===== src/rtl/frame_readout_pkg.sv =====
// shared constants and types of the frame readout block
package frame_readout_pkg;

   // ====================================================
   // serial command and status codes
   localparam logic [7:0] OP_FRAME_READ = 8'hA6;
   localparam logic [7:0] CODE_NO_DATA = 8'h00;
   localparam logic [7:0] CODE_LEN_MIN = 8'h01;
   localparam logic [7:0] CODE_LEN_MAX = 8'hFA;
   localparam logic [7:0] CODE_TRUNCATED = 8'hFB;
   localparam logic [7:0] CODE_REDUCED = 8'hFC;
   localparam logic [7:0] CODE_PROTO_ERR = 8'hFD;
   localparam logic [7:0] CODE_BANK_BUSY = 8'hFE;
   localparam logic [7:0] CODE_NO_FRAME = 8'hFF;

   // ====================================================
   // hard error causes
   localparam logic [1:0] CAUSE_ADAPTIVE_TO = 2'h0;
   localparam logic [1:0] CAUSE_START_TO = 2'h1;
   localparam logic [1:0] CAUSE_CONTROL_TO = 2'h2;
   localparam logic [1:0] CAUSE_LEVEL_ERR = 2'h3;

   // ====================================================
   // register offsets
   localparam logic [3:0] REG_STATUS_CODE = 4'h3;
   localparam logic [3:0] REG_COUNT_LOW = 4'h4;
   localparam logic [3:0] REG_CTL_COUNT_HIGH = 4'h5;
   localparam logic [3:0] REG_ERROR_CAUSE = 4'h6;
   localparam logic [3:0] REG_CYCLE_LOW = 4'hC;
   localparam logic [3:0] REG_TIMING_HIGH = 4'hD;
   localparam logic [3:0] REG_LINE_DELAY_LOW = 4'hE;
   localparam logic [3:0] REG_PROC_TIME_LOW = 4'hF;

   // ====================================================
   // stream layout
   localparam logic [5:0] TRUNC_DATA_BYTES = 6'h20;
   localparam logic [5:0] ERROR_BYTES = 6'h01;
   localparam logic [7:0] OPTIONAL_BYTES = 8'h06;
   localparam logic [7:0] FIRST_DATA_BYTE = 8'h02;
   localparam logic [7:0] STATUS_BYTE_IDX = 8'h01;
   localparam int RAM_DEPTH = 64;
   localparam int RAM_ADDR_W = 6;

   // ====================================================
   // reset values
   localparam logic [7:0] RST_BYTE = 8'h00;
   localparam logic [2:0] RST_SYNC = 3'h0;
   localparam logic [2:0] RST_NCS_SYNC = 3'h7;

   // ====================================================
   // one processed frame as handed over by the capture engine
   typedef struct packed {
      logic [7:0] statusCode;
      logic [1:0] hardCause;
      logic warn;
      logic controlSelect;
      logic invControlMaster;
      logic [8:0] procTime;
      logic [9:0] lineDelay;
      logic [12:0] cycleTime;
   } frame_record_s;

   // frame memory write port
   typedef struct packed {
      logic en;
      logic [RAM_ADDR_W-1:0] addr;
      logic [7:0] data;
   } ram_write_s;

endpackage


===== src/rtl/frame_ram.sv =====
// two-bank frame byte memory with registered read data
`timescale 1ns/10ps
module frame_ram (
   // clock
   input wire logic mclk,
   // write side, from the capture engine
   input frame_readout_pkg::ram_write_s wr,
   // read side
   input wire logic [frame_readout_pkg::RAM_ADDR_W-1:0] rdAddr,
   output logic [7:0] rdData
);
   // ====================================================
   // storage
   logic [7:0] mem [frame_readout_pkg::RAM_DEPTH];

   always_ff @(posedge mclk) begin
      if (wr.en) begin
         mem[wr.addr] <= wr.data;
      end
   end

   // no reset on the array; read data is valid one cycle after the address
   always_ff @(posedge mclk) begin
      rdData <= mem[rdAddr];
   end

endmodule


===== src/rtl/frame_data_readout.sv =====
// serial frame-read response logic with stored-frame register view
`timescale 1ns/10ps
module frame_data_readout (
   // clock and reset
   input wire logic mclk,
   input wire logic rstn,
   // serial port pins
   input wire logic ncsn,
   input wire logic sclk,
   input wire logic mosi,
   output logic miso,
   output logic misoEn,
   // capture engine side
   input frame_readout_pkg::frame_record_s frameRecord,
   input frame_readout_pkg::ram_write_s ramWrite,
   input wire logic readBank,
   input wire logic frameDetected,
   input wire logic bankBusy,
   input wire logic [13:0] lostFrameCount,
   output logic frameReadDone,
   // register view for the register-read command
   input wire logic [3:0] regAddr,
   output logic [7:0] regData
);

   // ====================================================
   // pin synchronisers
   logic [2:0] ncsSync_q;
   logic [2:0] sclkSync_q;
   logic [1:0] mosiSync_q;

   // third stage only feeds the edge detector, the first stays private
   always_ff @(posedge mclk or negedge rstn) begin
      if (!rstn) begin
         ncsSync_q <= frame_readout_pkg::RST_NCS_SYNC;
         sclkSync_q <= frame_readout_pkg::RST_SYNC;
         mosiSync_q <= 2'h0;
      end else begin
         ncsSync_q <= {ncsSync_q[1:0], ncsn};
         sclkSync_q <= {sclkSync_q[1:0], sclk};
         mosiSync_q <= {mosiSync_q[0], mosi};
      end
   end

   wire selected = !ncsSync_q[1];
   wire selEnd = ncsSync_q[1] && !ncsSync_q[2];
   wire sclkRise = sclkSync_q[1] && !sclkSync_q[2] && selected;
   wire sclkFall = !sclkSync_q[1] && sclkSync_q[2] && selected;
   wire mosiBit = mosiSync_q[1];

   // ====================================================
   // live register values
   wire [7:0] statusNow = !frameDetected ? frame_readout_pkg::CODE_NO_FRAME :
                          bankBusy ? frame_readout_pkg::CODE_BANK_BUSY :
                          frameRecord.statusCode;
   wire [7:0] countLowNow = lostFrameCount[7:0];
   wire [7:0] ctlCountNow = {frameRecord.controlSelect, frameRecord.invControlMaster,
                             lostFrameCount[13:8]};
   wire [7:0] causeNow = {5'h00, frameRecord.hardCause, frameRecord.warn};
   wire [7:0] cycleLowNow = frameRecord.cycleTime[7:0];
   wire [7:0] timingHighNow = {frameRecord.procTime[8], frameRecord.lineDelay[9:8],
                               frameRecord.cycleTime[12:8]};
   wire [7:0] delayLowNow = frameRecord.lineDelay[7:0];
   wire [7:0] procLowNow = frameRecord.procTime[7:0];

   // ====================================================
   // register read decode
   wire [7:0] regSel = (regAddr == frame_readout_pkg::REG_STATUS_CODE) ? statusNow :
                       (regAddr == frame_readout_pkg::REG_COUNT_LOW) ? countLowNow :
                       (regAddr == frame_readout_pkg::REG_CTL_COUNT_HIGH) ? ctlCountNow :
                       (regAddr == frame_readout_pkg::REG_ERROR_CAUSE) ? causeNow :
                       (regAddr == frame_readout_pkg::REG_CYCLE_LOW) ? cycleLowNow :
                       (regAddr == frame_readout_pkg::REG_TIMING_HIGH) ? timingHighNow :
                       (regAddr == frame_readout_pkg::REG_LINE_DELAY_LOW) ? delayLowNow :
                       (regAddr == frame_readout_pkg::REG_PROC_TIME_LOW) ? procLowNow :
                       frame_readout_pkg::RST_BYTE;

   always_ff @(posedge mclk or negedge rstn) begin
      if (!rstn) begin
         regData <= frame_readout_pkg::RST_BYTE;
      end else begin
         regData <= regSel;
      end
   end

   // ====================================================
   // receive side: bit and byte counting
   logic [2:0] bitCnt_q;
   logic [7:0] byteCnt_q;
   logic [6:0] rxShift_q;
   logic cmdOk_q;

   wire byteDone = sclkRise && (bitCnt_q == 3'h7);
   wire [7:0] rxByte = {rxShift_q, mosiBit};
   wire opcodeHit = byteDone && (byteCnt_q == 8'h00) && (rxByte == frame_readout_pkg::OP_FRAME_READ);

   always_ff @(posedge mclk or negedge rstn) begin
      if (!rstn) begin
         bitCnt_q <= 3'h0;
         rxShift_q <= 7'h00;
      end else if (!selected) begin
         bitCnt_q <= 3'h0;
      end else if (sclkRise) begin
         bitCnt_q <= bitCnt_q + 3'h1;
         rxShift_q <= rxByte[6:0];
      end
   end

   // saturates so a long clock-out just keeps sending zeros
   always_ff @(posedge mclk or negedge rstn) begin
      if (!rstn) begin
         byteCnt_q <= 8'h00;
      end else if (!selected) begin
         byteCnt_q <= 8'h00;
      end else if (byteDone && byteCnt_q != 8'hFF) begin
         byteCnt_q <= byteCnt_q + 8'h01;
      end
   end

   always_ff @(posedge mclk or negedge rstn) begin
      if (!rstn) begin
         cmdOk_q <= 1'b0;
      end else if (!selected) begin
         cmdOk_q <= 1'b0;
      end else if (opcodeHit) begin
         cmdOk_q <= 1'b1;
      end
   end

   // ====================================================
   // snapshot at the opcode, so the stream cannot tear mid-transfer
   logic [7:0] statusQ_q;
   logic [7:0] causeQ_q;
   logic [47:0] optWord_q;
   logic bankQ_q;

   always_ff @(posedge mclk or negedge rstn) begin
      if (!rstn) begin
         statusQ_q <= frame_readout_pkg::CODE_NO_FRAME;
         causeQ_q <= frame_readout_pkg::RST_BYTE;
         optWord_q <= 48'h000000000000;
         bankQ_q <= 1'b0;
      end else if (opcodeHit) begin
         statusQ_q <= statusNow;
         causeQ_q <= causeNow;
         optWord_q <= {ctlCountNow, countLowNow,
                       frameRecord.procTime, frameRecord.lineDelay, frameRecord.cycleTime};
         bankQ_q <= readBank;
      end
   end

   // ====================================================
   // stream layout after the status byte
   wire [8:0] lenRound = {1'b0, statusQ_q} + 9'h007;
   wire isLength = (statusQ_q >= frame_readout_pkg::CODE_LEN_MIN) &&
                   (statusQ_q <= frame_readout_pkg::CODE_LEN_MAX);
   wire isTrunc = statusQ_q == frame_readout_pkg::CODE_TRUNCATED;
   wire isError = statusQ_q == frame_readout_pkg::CODE_PROTO_ERR;
   wire isNoFrame = statusQ_q == frame_readout_pkg::CODE_NO_FRAME;
   // control-only, reduced and busy all carry zero data bytes
   wire [5:0] dataBytes = isLength ? lenRound[8:3] :
                          isTrunc ? frame_readout_pkg::TRUNC_DATA_BYTES :
                          isError ? frame_readout_pkg::ERROR_BYTES :
                          6'h00;
   wire [7:0] relIdx = byteCnt_q - frame_readout_pkg::FIRST_DATA_BYTE;
   wire pastStatus = byteCnt_q >= frame_readout_pkg::FIRST_DATA_BYTE;
   wire inData = pastStatus && (relIdx < {2'h0, dataBytes});
   wire [7:0] optIdx = relIdx - {2'h0, dataBytes};
   wire inOpt = pastStatus && !inData && (optIdx < frame_readout_pkg::OPTIONAL_BYTES);

   // ====================================================
   // frame memory
   logic [4:0] dataIdx_q;
   logic [7:0] ramData;
   wire [frame_readout_pkg::RAM_ADDR_W-1:0] ramAddr = {bankQ_q, dataIdx_q};

   frame_ram frame_ram_i (
      .mclk(mclk),
      .wr(ramWrite),
      .rdAddr(ramAddr),
      .rdData(ramData)
   );

   // ====================================================
   // next transmit byte
   wire [7:0] optByte = (optIdx == 8'h00) ? optWord_q[47:40] :
                        (optIdx == 8'h01) ? optWord_q[39:32] :
                        (optIdx == 8'h02) ? optWord_q[31:24] :
                        (optIdx == 8'h03) ? optWord_q[23:16] :
                        (optIdx == 8'h04) ? optWord_q[15:8] :
                        optWord_q[7:0];
   // memory bytes go out as stored, bit order inside is the capture engine's
   wire [7:0] dataByte = isError ? causeQ_q : ramData;
   wire [7:0] nextByte = (byteCnt_q == frame_readout_pkg::STATUS_BYTE_IDX) ? statusQ_q :
                         isNoFrame ? frame_readout_pkg::RST_BYTE :
                         inData ? dataByte :
                         inOpt ? optByte :
                         frame_readout_pkg::RST_BYTE;
   wire loadByte = sclkFall && (bitCnt_q == 3'h0) && cmdOk_q;
   wire loadRam = loadByte && inData && !isError && !isNoFrame;

   always_ff @(posedge mclk or negedge rstn) begin
      if (!rstn) begin
         dataIdx_q <= 5'h00;
      end else if (!selected) begin
         dataIdx_q <= 5'h00;
      end else if (loadRam) begin
         dataIdx_q <= dataIdx_q + 5'h01;
      end
   end

   // ====================================================
   // transmit shifter
   logic [7:0] txShift_q;

   always_ff @(posedge mclk or negedge rstn) begin
      if (!rstn) begin
         txShift_q <= frame_readout_pkg::RST_BYTE;
      end else if (!selected) begin
         txShift_q <= frame_readout_pkg::RST_BYTE;
      end else if (loadByte) begin
         txShift_q <= nextByte;
      end else if (sclkFall) begin
         txShift_q <= {txShift_q[6:0], 1'b0};
      end
   end

   assign miso = txShift_q[7];
   // pin released while deselected so other devices can share the line
   assign misoEn = selected;

   // ====================================================
   // completion: status byte fully sent and a frame was there
   wire readSuccess = selEnd && cmdOk_q && (byteCnt_q >= frame_readout_pkg::FIRST_DATA_BYTE) && !isNoFrame;

   always_ff @(posedge mclk or negedge rstn) begin
      if (!rstn) begin
         frameReadDone <= 1'b0;
      end else begin
         frameReadDone <= readSuccess;
      end
   end

endmodule


===== config.mk =====
export PLATFORM = sky130hd
export DESIGN_NAME = frame_data_readout
export DESIGN_NICKNAME = d
export VERILOG_FILES = /design/src/rtl/frame_readout_pkg.sv /design/src/rtl/frame_ram.sv /design/src/rtl/frame_data_readout.sv
export SDC_FILE = /design/constraint.sdc
export NUM_CORES = 1
export LEC_CHECK = 0
export ABC_AREA = 1
export BUFFER_PORTS_ARGS = -buffer_cell sky130_fd_sc_hd__buf_2
export CAP_MARGIN = 20
export CORE_ASPECT_RATIO = 2
export CORE_MARGIN = 2
export CORE_UTILIZATION = 50
export CTS_CLUSTER_SIZE = 10
export DETAILED_ROUTE_END_ITERATION = 10
export GPL_ROUTABILITY_DRIVEN = 0
export PLACE_DENSITY = 0.67
export SLEW_MARGIN = 20
export SYNTH_ARGS = -nofsm -noshare
export SYNTH_HDL_FRONTEND = slang
export SYNTH_SLANG_ARGS = --single-unit

===== constraint.sdc =====
create_clock -name mclk -period 5.92 [get_ports mclk]
set_clock_uncertainty 0.1 [all_clocks]
set_input_delay 0.296 -clock mclk [delete_from_list [all_inputs] [get_ports mclk]]
set_output_delay 0.296 -clock mclk [all_outputs]
set_load 0.05 [all_outputs]

==> results.toml <==
[power_and_ir_drop]
power_leakage_nw = 11.3
powerDensity_nw_per_um2 = 303
p_sw_mw = 1.92
p_sw_frac = 0.208
ir_drop_uv = 264
p_total_mw = 9.22
seqPwrFrac = 0.529
power.share.clock = 0.439
p_int_mw = 7.30
combinationalPowerShare = 0.032

[floorplan]
start_util = 0.504
die_width_um = 167
die_y_um = 330
core_area_um2 = 52600
io_pins = 97
std_cell_rows = 119
dieArea_um2 = 55000

[synth]
async_flop_share = 0.173
synth_cell_types = 43
synthCells = 2335
yosysTopAreaCellShare = 0.580
yosys-top-cells-area = "edfxtp_1 (58%), dfrtp_1 (9.3%), o21ai_0 (6.0%)"
yosys.area.top_type = "edfxtp_1"
yosysSeqAreaShare = 0.690
synth_nets = 2439
synth_edf_count = 512
ys_warn_count = 0
postSynthAreaPerCell_um2 = 11.3
synth_ff_type = "edfxtp_1"
syn_area_um2 = 26500
ys_ff_latch = 629

[cells_and_area]
fin_area_um2 = 30400
final_core_util = 0.578
num-nets-final = 2589
area_growth_pct = 14.7
drive_gt1_frac = 0.109

[run]
maxCapViolCount = 0

[timing]
slew_headroom = 0.285
fin_crit_ns = 4.85
timing.final.crit_share = 0.819
clock.fmax_mhz = 206
finalMaxSlewViolations = 0
setup_viol = 0
final.setup.tns_ns = 0
hold_viol = 0
tightest_slew_ns = 1.07
rsz0062_at_grt = "false"
worst_slack_ns = 1.07

[routing]
ant_nets = 0
wire_per_inst_um = 24.5
vias = 19300
drc = 0
wl_um = 78300
dr.pass1.iters = 6
routed_via_density = 6.05
first_iter_violations = 2088

[worst_setup_path]
crit_required_ns = 6.32
critPathMaxFanout = 9
worst_path_largest_cell_delay_ns = 0.56
cp-startpoint = "statusQ_q[6]"
critPathLaunchType = "flop"
cp_data_arrival_time_ns = 5.25
path_common_cell = "nand2_1"
critPathSlowestCell = "dfstp_2"
critPathKind = "reg2reg"
crit_path_end_kind = "flop"
timing.rr.start = "statusQ_q[6]"

[placement]
dpl_cell_area_um2 = 27600
place_ws_ns = 1.18
hpwl_um = 50400
port_buffers = 96

[clock_network]
root_buffer = "clkbuf_16"
tritoncts = "built"
htree_levels = 3
clock_sinks = 629
clk_path_buf_depth = 3
clk_pin_slew_ns = 0.06
insertion_delay_ns = 0.61
cts_made_buffers = 73

[grt]
grt_pass1_wl_um = 116000
grt_start_max_net_pins = 101
grt_pass1_vias = 19300
grt.total_usage = 0.284
grt_overflow = 0
antenna_found_initial = 6

[min_path]
min_path_type = "in2reg"
hp-start = "frameRecord[37]"

[status]
outcome = "completed"
cells by family (layout without fill, tap and decap cells):
| family | Yosys count | in the layout | synth area share |
|---|---|---|---|
| xor+xnor | 5 | 5 | 0.00165 |
| mux | 23 | 23 | 0.00978 |
| compound gates | 544 | 544 | 0.118 |
| simple gates | 853 | 853 | 0.134 |
| buf+inv | 263 | 444 | 0.0375 |
| fa+ha+maj | 18 | 18 | 0.00878 |
| flops | 629 | 629 | 0.690 |
| other cells | 0 | 7 | 0 |
registers in the layout, indices dropped and copies added, names as in the netlist, 2 cells and up:
signal and flops:
sclkSync_q 3, regData 8, frame_ram_i.rdData 8, optWord_q 48, txShift_q 8, rxShift_q 7
mosiSync_q 2, statusQ_q 8, ncsSync_q 3, frame_ram_i.mem 512, byteCnt_q 8, causeQ_q 3
bitCnt_q 3, dataIdx_q 5
layout make-up:
cell class | instances | area [um2]
Sequential cell | 629 | 18300
Tap cell | 665 | 832
Multi-Input combinational cell | 1443 | 7230
Inverter | 141 | 536
Clock buffer | 99 | 1980
Timing Repair Buffer | 197 | 1420
Fill cell | 4144 | 22200
Clock inverter | 7 | 108
Antenna cell | 7 | 17.5
metrics by stage:
| stage | instances | hold slack [ns] |
|---|---|---|
| after global routing | 3182 | 0.0559 |
| after global placement | 3009 | 0.191 |
| after floorplan | 2335 | -0.0996 |
| final | 3188 | 0.0619 |
| after detailed placement | 3009 | 0.195 |
| after CTS | 3181 | 0.0194 |
cell usage after synthesis, types with 16 or more instances:
| cell | instances |
|---|---|
| nand4_1 | 46 |
| o22ai_1 | 86 |
| a21oi_1 | 43 |
| o221ai_1 | 55 |
| nor2_1 | 351 |
| mux2_2 | 23 |
| inv_1 | 131 |
| dfrtp_1 | 98 |
| o21ai_0 | 316 |
| clkbuf_1 | 120 |
| o211ai_1 | 16 |
| nand2_1 | 331 |
| ha_1 | 17 |
| nand3_1 | 77 |
| edfxtp_1 | 512 |
worst paths after layout:
check / end / slack [ns] / cells after the start
worst max-delay path: txShift_q[6] / 1.07 / 27
worst min-delay path: regData[0] / 0.06 / 3
worst max register to register: txShift_q[6] / 1.07 / 27
worst min register to register: sclkSync_q[1] / 0.25 / 0
max in group asynchronous: optWord_q[26] / 4.32 / 3
min in group asynchronous: bitCnt_q[1] / 0.10 / 2
layer usage:
layer | track usage | wire length [um] | up-vias | part of all wire
li1 | - | - | 8676 | -
met1 | 0.277 | 24600 | 9362 | 0.31
met2 | 0.515 | 40900 | 939 | 0.52
met3 | 0.0463 | 5000 | 308 | 0.064
met4 | 0.249 | 7700 | 2 | 0.098
met5 | 0 | 14 | - | 0.00018
repair_timing:
| item | in CTS | in global routing |
|---|---|---|
| hold buffers | 66 | 0 |
| setup buffers | 0 | 0 |
| gates resized for setup | 0 | 0 |
| endpoints found under the hold margin | 109 | 0 |
critical path, delay by kind of cell (launching register included):
family,cells,cell delay [ns]
buffers and inverters,4,0.47
adder cells (fa/ha/maj),2,0.69
flip-flops,1,0.56
AND/OR/NAND/NOR,21,2.89
placed cells by master, fill, tap and decap left out, types with 46 or more instances in the layout:
cell type	instances
dfrtp_1	96
nand3_1	77
edfxtp_1	512
nor2_1	350
o221ai_1	55
nand4_1	46
nand2_1	331
dlygate4sd3_1	66
o22ai_1	86
buf_2	95
inv_1	129
clkbuf_16	75
o21ai_0	316
power by group through the flow:
stage	registers, mW	clock network (mW)	logic [mW]
CTS	4.87	4.08	0.292
global route	4.88	4.24	0.317
finish	4.88	4.04	0.298
global placement	4.96	0	0.247
floorplan	4.97	0	0.0765
detailed placement	4.96	0	0.254
No activity file was read; power rests on OpenSTA's default activity.
